## src/common/bcte_consts.vh

```
`ifndef BCTE_CONSTS_VH
`define BCTE_CONSTS_VH

// Register byte offsets on the command port.
`define BCTE_OFS_OPCODE 8'h00
`define BCTE_OFS_OPERAND 8'h04
`define BCTE_OFS_ADDR 8'h08
`define BCTE_OFS_CTRL 8'h0C
`define BCTE_OFS_STATUS 8'h10
`define BCTE_OFS_RESULT 8'h14
`define BCTE_OFS_TARGET 8'h18

// Control and status field positions.
`define BCTE_CTRL_START 0
`define BCTE_ST_BUSY 0
`define BCTE_ST_DONE 1
`define BCTE_ST_BRANCH 2
`define BCTE_ST_BADOP 3
`define BCTE_ST_CC_LSB 4

// Reset values.
`define BCTE_RST_WORD 32'h0000_0000
`define BCTE_RST_OPCODE 8'h00
`define BCTE_RST_CC 4'h0

// Operation codes.
`define BCTE_OP_CLEAR_BIT 8'h76
`define BCTE_OP_INVERT_BIT 8'h77
`define BCTE_OP_CRC_TWELVE 8'h5E
`define BCTE_OP_CRC_SIXTEEN 8'h5F
`define BCTE_OP_TRANSLATE 8'hE7

// Condition codes C,V,G,L.
`define BCTE_CC_BIT_ONE 4'h2
`define BCTE_CC_BIT_ZERO 4'h0

// CRC feedback constants and iteration counts.
`define BCTE_CRC_TWELVE_OP_FEEDBACK 16'h0F01
`define BCTE_CRC_SIXTEEN_OP_FEEDBACK 16'hA001
`define BCTE_CRC_TWELVE_OP_STEPS 4'h6
`define BCTE_CRC_SIXTEEN_OP_STEPS 4'h8

// Operand sizes in bytes.
`define BCTE_BYTES_BIT 3'h1
`define BCTE_BYTES_HALF 3'h2
`define BCTE_BYTES_FULL 3'h4

`endif

```

## src/hdl/bcte_exec.v

```verilog
// The address map and the address-and-strobe port were chosen for this implementation.
`timescale 1ns/10ps
`include "bcte_consts.vh"

module bcte_exec (
  input wire mclk, // 200 MHz clock
  input wire sys_rst, // asynchronous reset, active high
  input wire [7:0] reg_addr, // register byte offset
  input wire [31:0] reg_wdata, // register write data
  input wire reg_wr, // register write strobe
  input wire reg_rd, // register read strobe
  output reg [31:0] reg_rdata, // read data, cycle after strobe
  output reg mem_req, // memory byte request, held until ack
  output reg mem_we, // memory request is a write
  output reg [31:0] mem_addr, // memory byte address
  output reg [7:0] mem_wdata, // memory write byte
  input wire [7:0] mem_rdata, // memory read byte, valid with ack
  input wire mem_ack, // memory completes request, one cycle
  output reg exec_busy, // operation in progress
  output reg exec_done, // operation finished, one cycle
  output reg cc_load, // condition code update, one cycle
  output reg [3:0] cond_code, // new condition code
  output reg operand_load, // operand register update, one cycle
  output reg [31:0] first_operand_register, // new operand register value
  output reg pc_load, // branch taken, one cycle
  output reg [31:0] program_counter // branch target
);

  localparam [4:0] S_IDLE = 5'h01;
  localparam [4:0] S_READ = 5'h02;
  localparam [4:0] S_EXEC = 5'h04;
  localparam [4:0] S_WRITE = 5'h08;
  localparam [4:0] S_DONE = 5'h10;

  reg [4:0] state_reg;
  reg [7:0] opcode_reg;
  reg [31:0] operand_reg;
  reg [31:0] addr_reg;
  reg [31:0] result_reg;
  reg [31:0] target_reg;
  reg [31:0] rbuf_reg;
  reg [15:0] wbuf_reg;
  reg [31:0] wr_addr_reg;
  reg [2:0] count_reg;
  reg table_phase_reg;
  reg done_reg;
  reg branch_reg;
  reg badop_reg;
  reg [3:0] cc_reg;

  wire start = reg_wr && (reg_addr == `BCTE_OFS_CTRL) && reg_wdata[`BCTE_CTRL_START] && (state_reg == S_IDLE);
  wire is_bit = (opcode_reg == `BCTE_OP_CLEAR_BIT) || (opcode_reg == `BCTE_OP_INVERT_BIT);
  wire is_crc = (opcode_reg == `BCTE_OP_CRC_TWELVE) || (opcode_reg == `BCTE_OP_CRC_SIXTEEN);
  wire is_char_translate_op = (opcode_reg == `BCTE_OP_TRANSLATE);
  wire [2:0] bit_pos = 3'h7 - operand_reg[2:0];
  wire old_bit = rbuf_reg[bit_pos];
  wire [15:0] crc_result = crc_step(operand_reg[7:0], rbuf_reg[15:0], opcode_reg == `BCTE_OP_CRC_SIXTEEN);
  wire [15:0] entry = rbuf_reg[15:0];

  // Runs the shift-register residual update for 6 or 8 data bits, lsb first.
  function [15:0] crc_step;
    input [7:0] data;
    input [15:0] residual;
    input wide;
    reg [15:0] res;
    reg [7:0] d;
    reg fb;
    reg [3:0] steps;
    reg [15:0] poly;
    integer i;
    begin
      res = residual;
      d = data;
      steps = wide ? `BCTE_CRC_SIXTEEN_OP_STEPS : `BCTE_CRC_TWELVE_OP_STEPS;
      poly = wide ? `BCTE_CRC_SIXTEEN_OP_FEEDBACK : `BCTE_CRC_TWELVE_OP_FEEDBACK;
      for (i = 0; i < 8; i = i + 1) begin
        if (i < steps) begin
          fb = d[0] ^ res[0];
          res = {1'b0, res[15:1]};
          if (fb) begin
            res = res ^ poly;
          end
          d = {1'b0, d[7:1]};
        end
      end
      crc_step = res;
    end
  endfunction

  // Command registers written from the register port, only while idle.
  always @(posedge mclk or posedge sys_rst) begin
    if (sys_rst) begin
      opcode_reg <= `BCTE_RST_OPCODE;
      operand_reg <= `BCTE_RST_WORD;
      addr_reg <= `BCTE_RST_WORD;
    end else if (reg_wr && (state_reg == S_IDLE)) begin
      if (reg_addr == `BCTE_OFS_OPCODE) begin
        opcode_reg <= reg_wdata[7:0];
      end
      if (reg_addr == `BCTE_OFS_OPERAND) begin
        operand_reg <= reg_wdata;
      end
      if (reg_addr == `BCTE_OFS_ADDR) begin
        addr_reg <= reg_wdata;
      end
    end
  end

  // Read port, data stands in the cycle after the strobe only.
  always @(posedge mclk or posedge sys_rst) begin
    if (sys_rst) begin
      reg_rdata <= `BCTE_RST_WORD;
    end else if (reg_rd) begin
      case (reg_addr)
        `BCTE_OFS_OPCODE: reg_rdata <= {24'h000000, opcode_reg};
        `BCTE_OFS_OPERAND: reg_rdata <= operand_reg;
        `BCTE_OFS_ADDR: reg_rdata <= addr_reg;
        `BCTE_OFS_STATUS: reg_rdata <= {24'h000000, cc_reg, badop_reg, branch_reg, done_reg, exec_busy};
        `BCTE_OFS_RESULT: reg_rdata <= result_reg;
        `BCTE_OFS_TARGET: reg_rdata <= target_reg;
        default: reg_rdata <= `BCTE_RST_WORD;
      endcase
    end else begin
      reg_rdata <= `BCTE_RST_WORD;
    end
  end

  always @(posedge mclk or posedge sys_rst) begin
    if (sys_rst) begin
      state_reg <= S_IDLE;
      mem_req <= 1'b0;
      mem_we <= 1'b0;
      mem_addr <= `BCTE_RST_WORD;
      mem_wdata <= 8'h00;
      rbuf_reg <= `BCTE_RST_WORD;
      wbuf_reg <= 16'h0000;
      wr_addr_reg <= `BCTE_RST_WORD;
      count_reg <= 3'h0;
      table_phase_reg <= 1'b0;
      result_reg <= `BCTE_RST_WORD;
      target_reg <= `BCTE_RST_WORD;
      done_reg <= 1'b0;
      branch_reg <= 1'b0;
      badop_reg <= 1'b0;
      cc_reg <= `BCTE_RST_CC;
      exec_busy <= 1'b0;
      exec_done <= 1'b0;
      cc_load <= 1'b0;
      cond_code <= `BCTE_RST_CC;
      operand_load <= 1'b0;
      first_operand_register <= `BCTE_RST_WORD;
      pc_load <= 1'b0;
      program_counter <= `BCTE_RST_WORD;
    end else begin
      exec_done <= 1'b0;
      cc_load <= 1'b0;
      operand_load <= 1'b0;
      pc_load <= 1'b0;
      case (state_reg)
        S_IDLE: begin
          if (start) begin
            exec_busy <= 1'b1;
            done_reg <= 1'b0;
            branch_reg <= 1'b0;
            badop_reg <= 1'b0;
            table_phase_reg <= 1'b0;
            result_reg <= operand_reg;
            if (is_bit) begin
              mem_addr <= addr_reg + {3'h0, operand_reg[31:3]};
              wr_addr_reg <= addr_reg + {3'h0, operand_reg[31:3]};
              count_reg <= `BCTE_BYTES_BIT;
              state_reg <= S_READ;
            end else if (is_crc) begin
              mem_addr <= addr_reg;
              wr_addr_reg <= addr_reg;
              count_reg <= `BCTE_BYTES_HALF;
              state_reg <= S_READ;
            end else if (is_char_translate_op) begin
              mem_addr <= addr_reg;
              count_reg <= `BCTE_BYTES_FULL;
              state_reg <= S_READ;
            end else begin
              badop_reg <= 1'b1;
              state_reg <= S_DONE;
            end
          end
        end
        S_READ: begin
          if (!mem_req) begin
            mem_req <= 1'b1;
            mem_we <= 1'b0;
          end else if (mem_ack) begin
            mem_req <= 1'b0;
            rbuf_reg <= {rbuf_reg[23:0], mem_rdata};
            mem_addr <= mem_addr + 32'h0000_0001;
            count_reg <= count_reg - 3'h1;
            if (count_reg == 3'h1) begin
              state_reg <= S_EXEC;
            end
          end
        end
        S_EXEC: begin
          mem_addr <= wr_addr_reg;
          if (is_bit) begin
            // Clear or invert only the selected bit.
            wbuf_reg[15:8] <= rbuf_reg[7:0] & ~(8'h01 << bit_pos);
            if (opcode_reg == `BCTE_OP_INVERT_BIT) begin
              wbuf_reg[15:8] <= rbuf_reg[7:0] ^ (8'h01 << bit_pos);
            end
            // Condition code from the old bit.
            cc_reg <= old_bit ? `BCTE_CC_BIT_ONE : `BCTE_CC_BIT_ZERO;
            cond_code <= old_bit ? `BCTE_CC_BIT_ONE : `BCTE_CC_BIT_ZERO;
            cc_load <= 1'b1;
            count_reg <= `BCTE_BYTES_BIT;
            state_reg <= S_WRITE;
          end else if (is_crc) begin
            // Residual write-back, no condition code change.
            wbuf_reg <= crc_result;
            count_reg <= `BCTE_BYTES_HALF;
            state_reg <= S_WRITE;
          end else if (!table_phase_reg) begin
            // Entry at base plus twice the character.
            mem_addr <= rbuf_reg + {23'h000000, operand_reg[7:0], 1'b0};
            table_phase_reg <= 1'b1;
            count_reg <= `BCTE_BYTES_HALF;
            state_reg <= S_READ;
          end else if (entry[15]) begin
            result_reg <= {operand_reg[31:8], entry[7:0]};
            first_operand_register <= {operand_reg[31:8], entry[7:0]};
            operand_load <= 1'b1;
            state_reg <= S_DONE;
          end else begin
            // Branch to the handler, condition code kept.
            target_reg <= {16'h0000, entry[14:0], 1'b0};
            program_counter <= {16'h0000, entry[14:0], 1'b0};
            pc_load <= 1'b1;
            branch_reg <= 1'b1;
            state_reg <= S_DONE;
          end
        end
        S_WRITE: begin
          if (!mem_req) begin
            mem_req <= 1'b1;
            mem_we <= 1'b1;
            mem_wdata <= wbuf_reg[15:8];
          end else if (mem_ack) begin
            mem_req <= 1'b0;
            mem_we <= 1'b0;
            wbuf_reg <= {wbuf_reg[7:0], 8'h00};
            mem_addr <= mem_addr + 32'h0000_0001;
            count_reg <= count_reg - 3'h1;
            if (count_reg == 3'h1) begin
              state_reg <= S_DONE;
            end
          end
        end
        S_DONE: begin
          // Operand register is never written by CRC.
          exec_busy <= 1'b0;
          exec_done <= 1'b1;
          done_reg <= 1'b1;
          state_reg <= S_IDLE;
        end
        default: begin
          mem_req <= 1'b0;
          exec_busy <= 1'b0;
          state_reg <= S_IDLE;
        end
      endcase
    end
  end

endmodule

```

## config.mk

```make
export PLATFORM = sky130hd
export DESIGN_NAME = bcte_exec
export DESIGN_NICKNAME = d
export VERILOG_FILES = /design/src/hdl/bcte_exec.v
export VERILOG_INCLUDE_DIRS = /design/src /design/src/common
export SDC_FILE = /design/constraint.sdc
export NUM_CORES = 1
export LEC_CHECK = 0
export BUFFER_PORTS_ARGS = -buffer_cell sky130_fd_sc_hd__buf_2
export CAP_MARGIN = 5
export CORE_ASPECT_RATIO = 0.9
export CORE_MARGIN = 10
export CORE_UTILIZATION = 53
export CTS_BUF_LIST = sky130_fd_sc_hd__clkbuf_8
export CTS_CLUSTER_SIZE = 10
export DETAILED_ROUTE_END_ITERATION = 12
export PLACE_DENSITY = 0.73
export SYNTH_ARGS = -nofsm -noshare
export SYNTH_HDL_FRONTEND = slang
export SYNTH_SLANG_ARGS = --single-unit
```

## constraint.sdc

```tcl
create_clock -name mclk -period 22.3 [get_ports mclk]
set_clock_uncertainty 0.15 [all_clocks]
set_input_delay 4.46 -clock mclk [delete_from_list [all_inputs] [get_ports mclk]]
set_output_delay 4.46 -clock mclk [all_outputs]
set_load 0.03 [all_outputs]
```

# Word level (Yosys, flattened, before mapping)
# Cells that the tools add are included.
[classes]
addsub = 5
n_mul = 0
div = 0
order_cmp = 9
n_eq_ne = 37
n_shift = 1
n_mux = 114
n_bitwise = 24
n_reduce_logical = 37
[op_table]
columns = ["cell", "n"]
rows = [
  ["$mux W32", 17],
  ["$mux W16", 20],
  ["$pmux W32 S6", 1],
  ["$xor A15 B16 Y16", 8],
  ["$pmux W32 S3", 1],
  ["$mux W5", 14],
  ["$pmux W32 S2", 1],
  ["$add A32 B1 Y32 const B", 1],
  ["$add A32 B29 Y32", 1],
  ["$add A32 B9 Y32", 1],
  ["$eq A8 B7 Y1 const B", 4],
  ["$pmux W16 S2", 1],
  ["$mux W1", 31],
  ["$mux W3", 10],
  ["$ne A2 B2 Y1 const B", 14],
  ["$eq A8 B5 Y1 const B", 3],
  ["$mux W8", 3],
  ["$pmux W5 S4", 1],
  ["$reduce_and A5 Y1", 4],
  ["$reduce_and A6 Y1", 3],
  ["$eq A8 B4 Y1 const B", 2],
  ["$lt A3 B4 Y1 const A", 4],
  ["$reduce_and A2 Y1", 8],
  ["$pmux W1 S2", 6],
  ["other kinds (38)", 68],
]
[totals]
regBits = 326
latchBits = 0
mem_bits_rw = 0
romBits = 0
out_inout_bits = 147
elab_cells = 254
n_memories = 0

# Longest topological paths before layout
# Gate-level depths: netlist of run 1.
[logic_depth]
ltp_word = 29
mapped_depth = 12
depth_no_buf = 12

# Least setup slack after synthesis of run 1
# OpenSTA, ideal clock, no wires.
[synth_path]
path_kind = "in2reg"
from = "in reg_addr[1]"
to = "reg mem_addr[24]"
setup_time_ps = 119
arrival_time_ps = 6372
slack_ps = 15659
path_stages = 10
path_buffers = 1
path_cell_list = "or4_4 nor4_2 nand4b_1 nand2_1 and2_1 buf_4 o21ai_1 a221oi_1 o221ai_1 o21a_1"
[synth_via]
elab_chain_cells = 6
[synth_rtl]
columns = ["item", "line_no", "source"]
rows = [
  ["start, declared", "bcte_exec.v:8", "input wire [7:0] reg_addr,"],
  ["$eq A8 B4 Y1 (no line)", "-", ""],
  ["$logic_and A1 B1 Y1 (3 in series)", "bcte_exec.v:51", "wire start = reg_wr && (reg_addr == `BCTE_OFS_CTRL) && reg_wdata[`BCTE_CTRL_START] && (state_reg == S_IDLE);"],
  ["$ne A2 B2 Y1 (no line)", "-", ""],
  ["$reduce_and A5 Y1 (no line)", "-", ""],
  ["end signal, assigned", "bcte_exec.v:133", "mem_addr <= `BCTE_RST_WORD;"],
  ["end signal, assigned", "bcte_exec.v:169", "mem_addr <= addr_reg + {3'h0, operand_reg[31:3]};"],
  ["end signal, assigned", "bcte_exec.v:174", "mem_addr <= addr_reg;"],
  ["end, declared", "bcte_exec.v:15", "output reg [31:0] mem_addr,"],
]
# No other way between the ends.
# A chain may end at the register's enable or synchronous reset.

# Final worst setup path of run 1
# Same ends and word-level chain as after synthesis.

==> results.json, run 1 <==
{
  "run_status": "finished, final reports clean",
  "ys_warn_count": 0,
  "cts_resized": 0,
  "viasPerCell": 6.26,
  "clock_sinks": 323,
  "leakage_nw": 9.48,
  "numCtsBuffers": 53,
  "synth_top_family_by_area": "simple AND/OR/NAND/NOR gates",
  "port_buffers": 179,
  "hpwlAfterDp_um": 39200,
  "crit_path_start_kind": "input pin",
  "comb_power_share_pct": 7.9,
  "drtPass1Iterations": 6,
  "finalWeightedCongestion": 0.955,
  "slew_violations": 0,
  "grt_max_degree": 106,
  "p_sw_share_pct": 25.6,
  "htree_levels": 2,
  "muxShareOfSynthArea_pct": 10.9,
  "synth.area.top_cells": "dfrtp_1, mux2_2, nand2_1",
  "cts_hold_buf": 0,
  "dieArea_mm2": 0.0413,
  "fill_cells": 2765,
  "fin_crit_sh_pct": 31.0,
  "ys_seq_elements": 323,
  "antenna_found_initial": 2,
  "coreArea_mm2": 0.0330,
  "final_common_cell": "dfrtp_1",
  "synth.largest_area_cell": "dfrtp_1",
  "crit_type": "input pin to flip-flop",
  "drtAntennaViolNets": 0,
  "p_sw_uw": 331,
  "grt_setup_unrepaired": "false",
  "total_power_mw": 1.30,
  "ys.flop_type": "dfrtp_1",
  "clkPwrFrac_pct": 44.5,
  "cts_tree": "done",
  "clockBufferDepth": 3,
  "diodes": 0,
  "crit_path_end_kind": "flip-flop",
  "avgSynthCellArea_um2": 9.79,
  "p_int_uw": 965,
  "max_cap_viol_count": 0,
  "pin_count": 200,
  "routed_wl_um": 55700,
  "wire_per_inst_um": 22.9,
  "synth_simple_gate_area_share_pct": 15.7,
  "path_clk_slew_ns": 0.06,
  "grt_pass1_wl_um": 86600,
  "fin_crit_ns": 6.92,
  "seq_area_mm2": 0.00808,
  "drive_above_1_share_pct": 23.2,
  "synth_top_area_share_pct": 45.3,
  "seqPwrFrac_pct": 47.6,
  "required_ns": 22.62,
  "rows": 63,
  "cp_max_fo": 33,
  "hold_class": "flip-flop to flip-flop",
  "final_cell_mix": "dfrtp_1, nand2_1, buf_2, mux2_2, nor2_1",
  "postCtsSetupBuffers": 0,
  "fp.dieH_um": 194,
  "fin_nets": 2075,
  "synth_adder_area_share_pct": 3.60,
  "grtUsageTotal_pct": 26.4,
  "synth_compound_area_share_pct": 14.8,
  "peakVddDrop_v": 0.0000593,
  "fmax_mhz": 144,
  "hold_viol_final": 0,
  "drt-initial-drc-count": 1819,
  "grt_pass1_vias": 14580,
  "powerDensity_mw_per_mm2": 64.6,
  "netlist_instances": 1816,
  "async_flop_share_pct": 100,
  "overflow": 0,
  "synth-xor-area-share_pct": 5.30,
  "syn2layout_area_growth_pct": 12.8,
  "synth_area_mm2": 0.0178,
  "yosysUniqueCellTypes": 86,
  "initial_core_util_pct": 53.8,
  "drc": 0,
  "vias": 15219,
  "slew_headroom_pct": 15.6,
  "setup_tns_ns": 0,
  "multiInputGateArea_mm2": 0.00905,
  "cp.arrival_ns": 7.24,
  "final_util_pct": 60.7,
  "die_w_um": 213,
  "tightest_slew_ns": 1.26,
  "clockRootBuffer": "clkbuf_8",
  "ys_seq_area_share_pct": 45.5,
  "synth-edff-count": 0,
  "clk_latency_ns": 0.60,
  "setup_viol": 0
}
==> final cells by class <==
type | count | area share [%]
clock buffer | 71 | 4.87
clock inverter | 22 | 1.05
inverter | 25 | 0.505
multi-input combinational | 1364 | 45.1
sequential | 323 | 40.3
tap | 422 | 2.63
timing repair buffer | 205 | 5.48
==> Yosys cell counts (25+ instances only) <==
cell / instances
dfrtp_1: 322
nand2_1: 299
mux2_2: 151
nor2_1: 142
o21ai_0: 103
a21oi_1: 90
clkbuf_1: 66
xnor2_1: 66
ha_1: 48
nand3_1: 44
xor2_1: 37
a222oi_1: 33
a31oi_1: 25
inv_1: 25
==> path summary, 6_finish.rpt <==
kind	from	endpoint	slack (ns)	cells after the start
setup / recovery	reg_addr[1]	mem_addr[24]$_DFFE_PP0P_	15.38	11
hold / removal	wbuf_reg[0]$_DFFE_PP0P_	wbuf_reg[0]$_DFFE_PP0P_	0.32	2
setup reg to reg	operand_reg[3]$_DFFE_PP0P_	mem_addr[26]$_DFFE_PP0P_	18.60	12
hold reg to reg	wbuf_reg[0]$_DFFE_PP0P_	wbuf_reg[0]$_DFFE_PP0P_	0.32	2
max in group asynchronous	sys_rst	result_reg[27]$_DFFE_PP0P_	15.71	4
min in group asynchronous	sys_rst	first_operand_register[2]$_DFFE_PP0P_	3.86	2
==> worst max-delay path, stage by stage <==
cell,delay [ns]
buf_2,0.10
or4_4,0.58
nor4_2,0.60
nand4b_1,0.21
nand2_1,0.13
and2_1,0.13
buf_4,0.34
o21ai_1,0.12
a221oi_1,0.25
o221ai_1,0.17
o21a_1,0.14
==> stage by stage <==
step | cell area, µm² | worst slack, ns | cells | hold WS [ns]
after floorplan | 17900 | 8.75 | 1835 | 0.283
after global placement | 18900 | 14.88 | 2338 | 0.296
after detailed placement | 18900 | 14.86 | 2338 | 0.304
after CTS | 20000 | 15.47 | 2431 | 0.316
after global routing | 20100 | 15.24 | 2432 | 0.337
final | 20100 | 15.38 | 2432 | 0.317
==> per-layer routing <==
| metal | track usage [%] | routed length (µm) | vias to the layer above |
|---|---|---|---|
| li1 | - | - | 6807 |
| met1 | 39.5 | 25000 | 7502 |
| met2 | 36.7 | 23200 | 820 |
| met3 | 7.60 | 6460 | 88 |
| met4 | 5.97 | 1070 | 2 |
| met5 | 0 | 13 | - |
==> power by group through the flow <==
stage | logic, mW | clock network, mW | registers (mW)
final | 0.102 | 0.577 | 0.617
after global routing | 0.112 | 0.610 | 0.617
after CTS | 0.101 | 0.581 | 0.616
after detailed placement | 0.100 | 0 | 0.627
after global placement | 0.0984 | 0 | 0.626
after floorplan | 0.0757 | 0 | 0.618
==> kinds of logic (layout without fill, tap and decap cells) <==
group                    Yosys count  in the layout
XOR/XNOR                         105            105
buffers and inverters            148            323
AND/OR/NAND/NOR                  616            616
AO/OA/AOI/OAI                    400            400
multiplexers                     173            173
flip-flops                       323            323
adder cells (fa/ha/maj)           50             50
other                              1             20
Power figures use the tool's default switching activity.
==> run 2: changes to the inputs <==
==> constraint.sdc (replaced) <==
create_clock -name mclk -period 6.8 [get_ports mclk]
set_clock_uncertainty 0.15 [all_clocks]
set_input_delay 1.36 -clock mclk [delete_from_list [all_inputs] [get_ports mclk]]
set_output_delay 1.36 -clock mclk [all_outputs]
set_load 0.03 [all_outputs]
==> run 2 against run 1 <==
- clock power increased to 3.1 times the previous value
- power rose to 3.2 times the previous value
- first-iteration DRC count down 17%
- setup slack lost 13 ns
- sequential power rose to 3.3 times the previous value
- final cell count barely moved
- largest power group unchanged
- highest routed layer unchanged
==> results.json, run 2 (same netlist as run 1, synthesis figures left out) <==
{
  "run_status": "finished, final reports clean",
  "drive_above_1_share_pct": 23.2,
  "cp.arrival_ns": 4.46,
  "powerDensity_mw_per_mm2": 208,
  "wire_per_inst_um": 22.2,
  "max_stage_delay_ns": 0.59,
  "clock_sinks": 323,
  "cts_hold_buf": 0,
  "die_w_um": 213,
  "cp_slowest_cell": "or4_4",
  "coreArea_mm2": 0.0330,
  "grt_max_degree": 169,
  "rows": 63,
  "grt_pass1_vias": 14407,
  "slew_violations": 0,
  "vias": 14904,
  "diodes": 0,
  "tightest_slew_ns": 1.22,
  "max_cap_viol_count": 0,
  "pre_cts_ws_ns": 2.13,
  "syn2layout_area_growth_pct": 12.5,
  "cp_max_fo": 20,
  "grtUsageTotal_pct": 25.5,
  "setup_tns_ns": 0,
  "grt_setup_unrepaired": "false",
  "drt-initial-drc-count": 1513,
  "cts_resized": 0,
  "met2_length_um": 22500,
  "pin_count": 200,
  "path_clk_slew_ns": 0.06,
  "clockRootBuffer": "clkbuf_8",
  "holdWs_ns": 0.320,
  "crit_type": "input pin to flip-flop",
  "setup_slack_ns": 2.67,
  "slew_headroom_pct": 18.5,
  "drtPass1Iterations": 9,
  "cp_cell_sequence": "buf_2 > or4_4 > nor4_2 > nand4b_1 > nand2_1 > and2_1 > buf_4 > o21ai_1 > a221oi_1 > o221ai_1 > o21a_1",
  "htree_levels": 2,
  "hold_class": "flip-flop to flip-flop",
  "hpwlAfterDp_um": 38200,
  "routedLengthMet1_um": 24700,
  "peakVddDrop_v": 0.000162,
  "fin_nets": 2074,
  "setup_viol": 0,
  "dieArea_mm2": 0.0413,
  "crit_path_start_kind": "input pin",
  "fp.dieH_um": 194,
  "cts_tree": "done",
  "fin_crit_ns": 4.13,
  "antenna_found_initial": 1,
  "drtAntennaViolNets": 0,
  "drc": 0,
  "initial_core_util_pct": 53.8,
  "viasPerCell": 6.13,
  "final_common_cell": "dfrtp_1",
  "final_cell_mix": "dfrtp_1, nand2_1, buf_2, mux2_2, nor2_1",
  "fin_crit_sh_pct": 60.8,
  "clk_latency_ns": 0.61,
  "numCtsBuffers": 54,
  "overflow": 0,
  "highest_layer": "met5",
  "required_ns": 7.12,
  "postCtsSetupBuffers": 0,
  "fmax_mhz": 242,
  "grt_pass1_wl_um": 84300,
  "leakage_nw": 9.46,
  "hold_viol_final": 0,
  "port_buffers": 179,
  "crit_path_end_kind": "flip-flop",
  "wl_met3_um": 5960,
  "routed_wl_um": 53900,
  "clockBufferDepth": 3,
  "finalWeightedCongestion": 0.985
}
==> run 2: metrics by stage <==
stage / std cells / instance area, µm² / utilization, % / total power, mW
global route: 2433 / 20000 / 60.6 / 4.31
finish: 2433 / 20000 / 60.6 / 4.16
CTS: 2433 / 20000 / 60.6 / 4.17
global placement: 2337 / 18900 / 57.1 / 2.37
detailed placement: 2337 / 18900 / 57.1 / 2.38
floorplan: 1835 / 17900 / - / 2.28
==> run 2: cell type report <==
type | count | area, µm²
flip-flops and latches | 323 | 8080
fillers | 2754 | 13000
inverters | 25 | 97.6
clock inverters | 27 | 194
well taps | 422 | 528
multi-input cells | 1364 | 9050
clock buffers | 69 | 950
repair buffers | 203 | 1100
==> run 2: critical path, delay by kind of cell <==
| kind | cells | cell delay, ns |
|---|---|---|
| and+or+nand+nor | 5 | 2.02 |
| AOI/OAI and AO/OA | 4 | 0.66 |
| buffers and inverters | 2 | 0.40 |
==> run 2: final timing paths <==
check,startpoint,to,slack (ns),cells past startpoint
max,reg_addr[1],mem_addr[24]$_DFFE_PP0P_,2.67,11
max in group asynchronous,sys_rst,wr_addr_reg[24]$_DFFE_PP0P_,4.84,3
min reg2reg,wr_addr_reg[31]$_DFFE_PP0P_,wr_addr_reg[31]$_DFFE_PP0P_,0.32,2
min,wr_addr_reg[31]$_DFFE_PP0P_,wr_addr_reg[31]$_DFFE_PP0P_,0.32,2
max reg2reg,state_reg[4]$_DFFE_PP0P_,mem_addr[24]$_DFFE_PP0P_,3.07,10
min in group asynchronous,sys_rst,result_reg[6]$_DFFE_PP0P_,0.84,3
==> run 2: where the power goes <==
part	leakage [nW]	switching, mW	internal, mW
combinational	4.58	0.209	0.123
clock	0.641	0.820	0.991
sequential	4.23	0.0613	1.96
==> run 2: routing by layer <==
| metal | up-vias | global-route usage [%] |
|---|---|---|
| li1 | 6803 | - |
| met1 | 7271 | 37.9 |
| met2 | 763 | 36.0 |
| met3 | 65 | 7.42 |
| met4 | 2 | 5.03 |
| met5 | - | 0 |
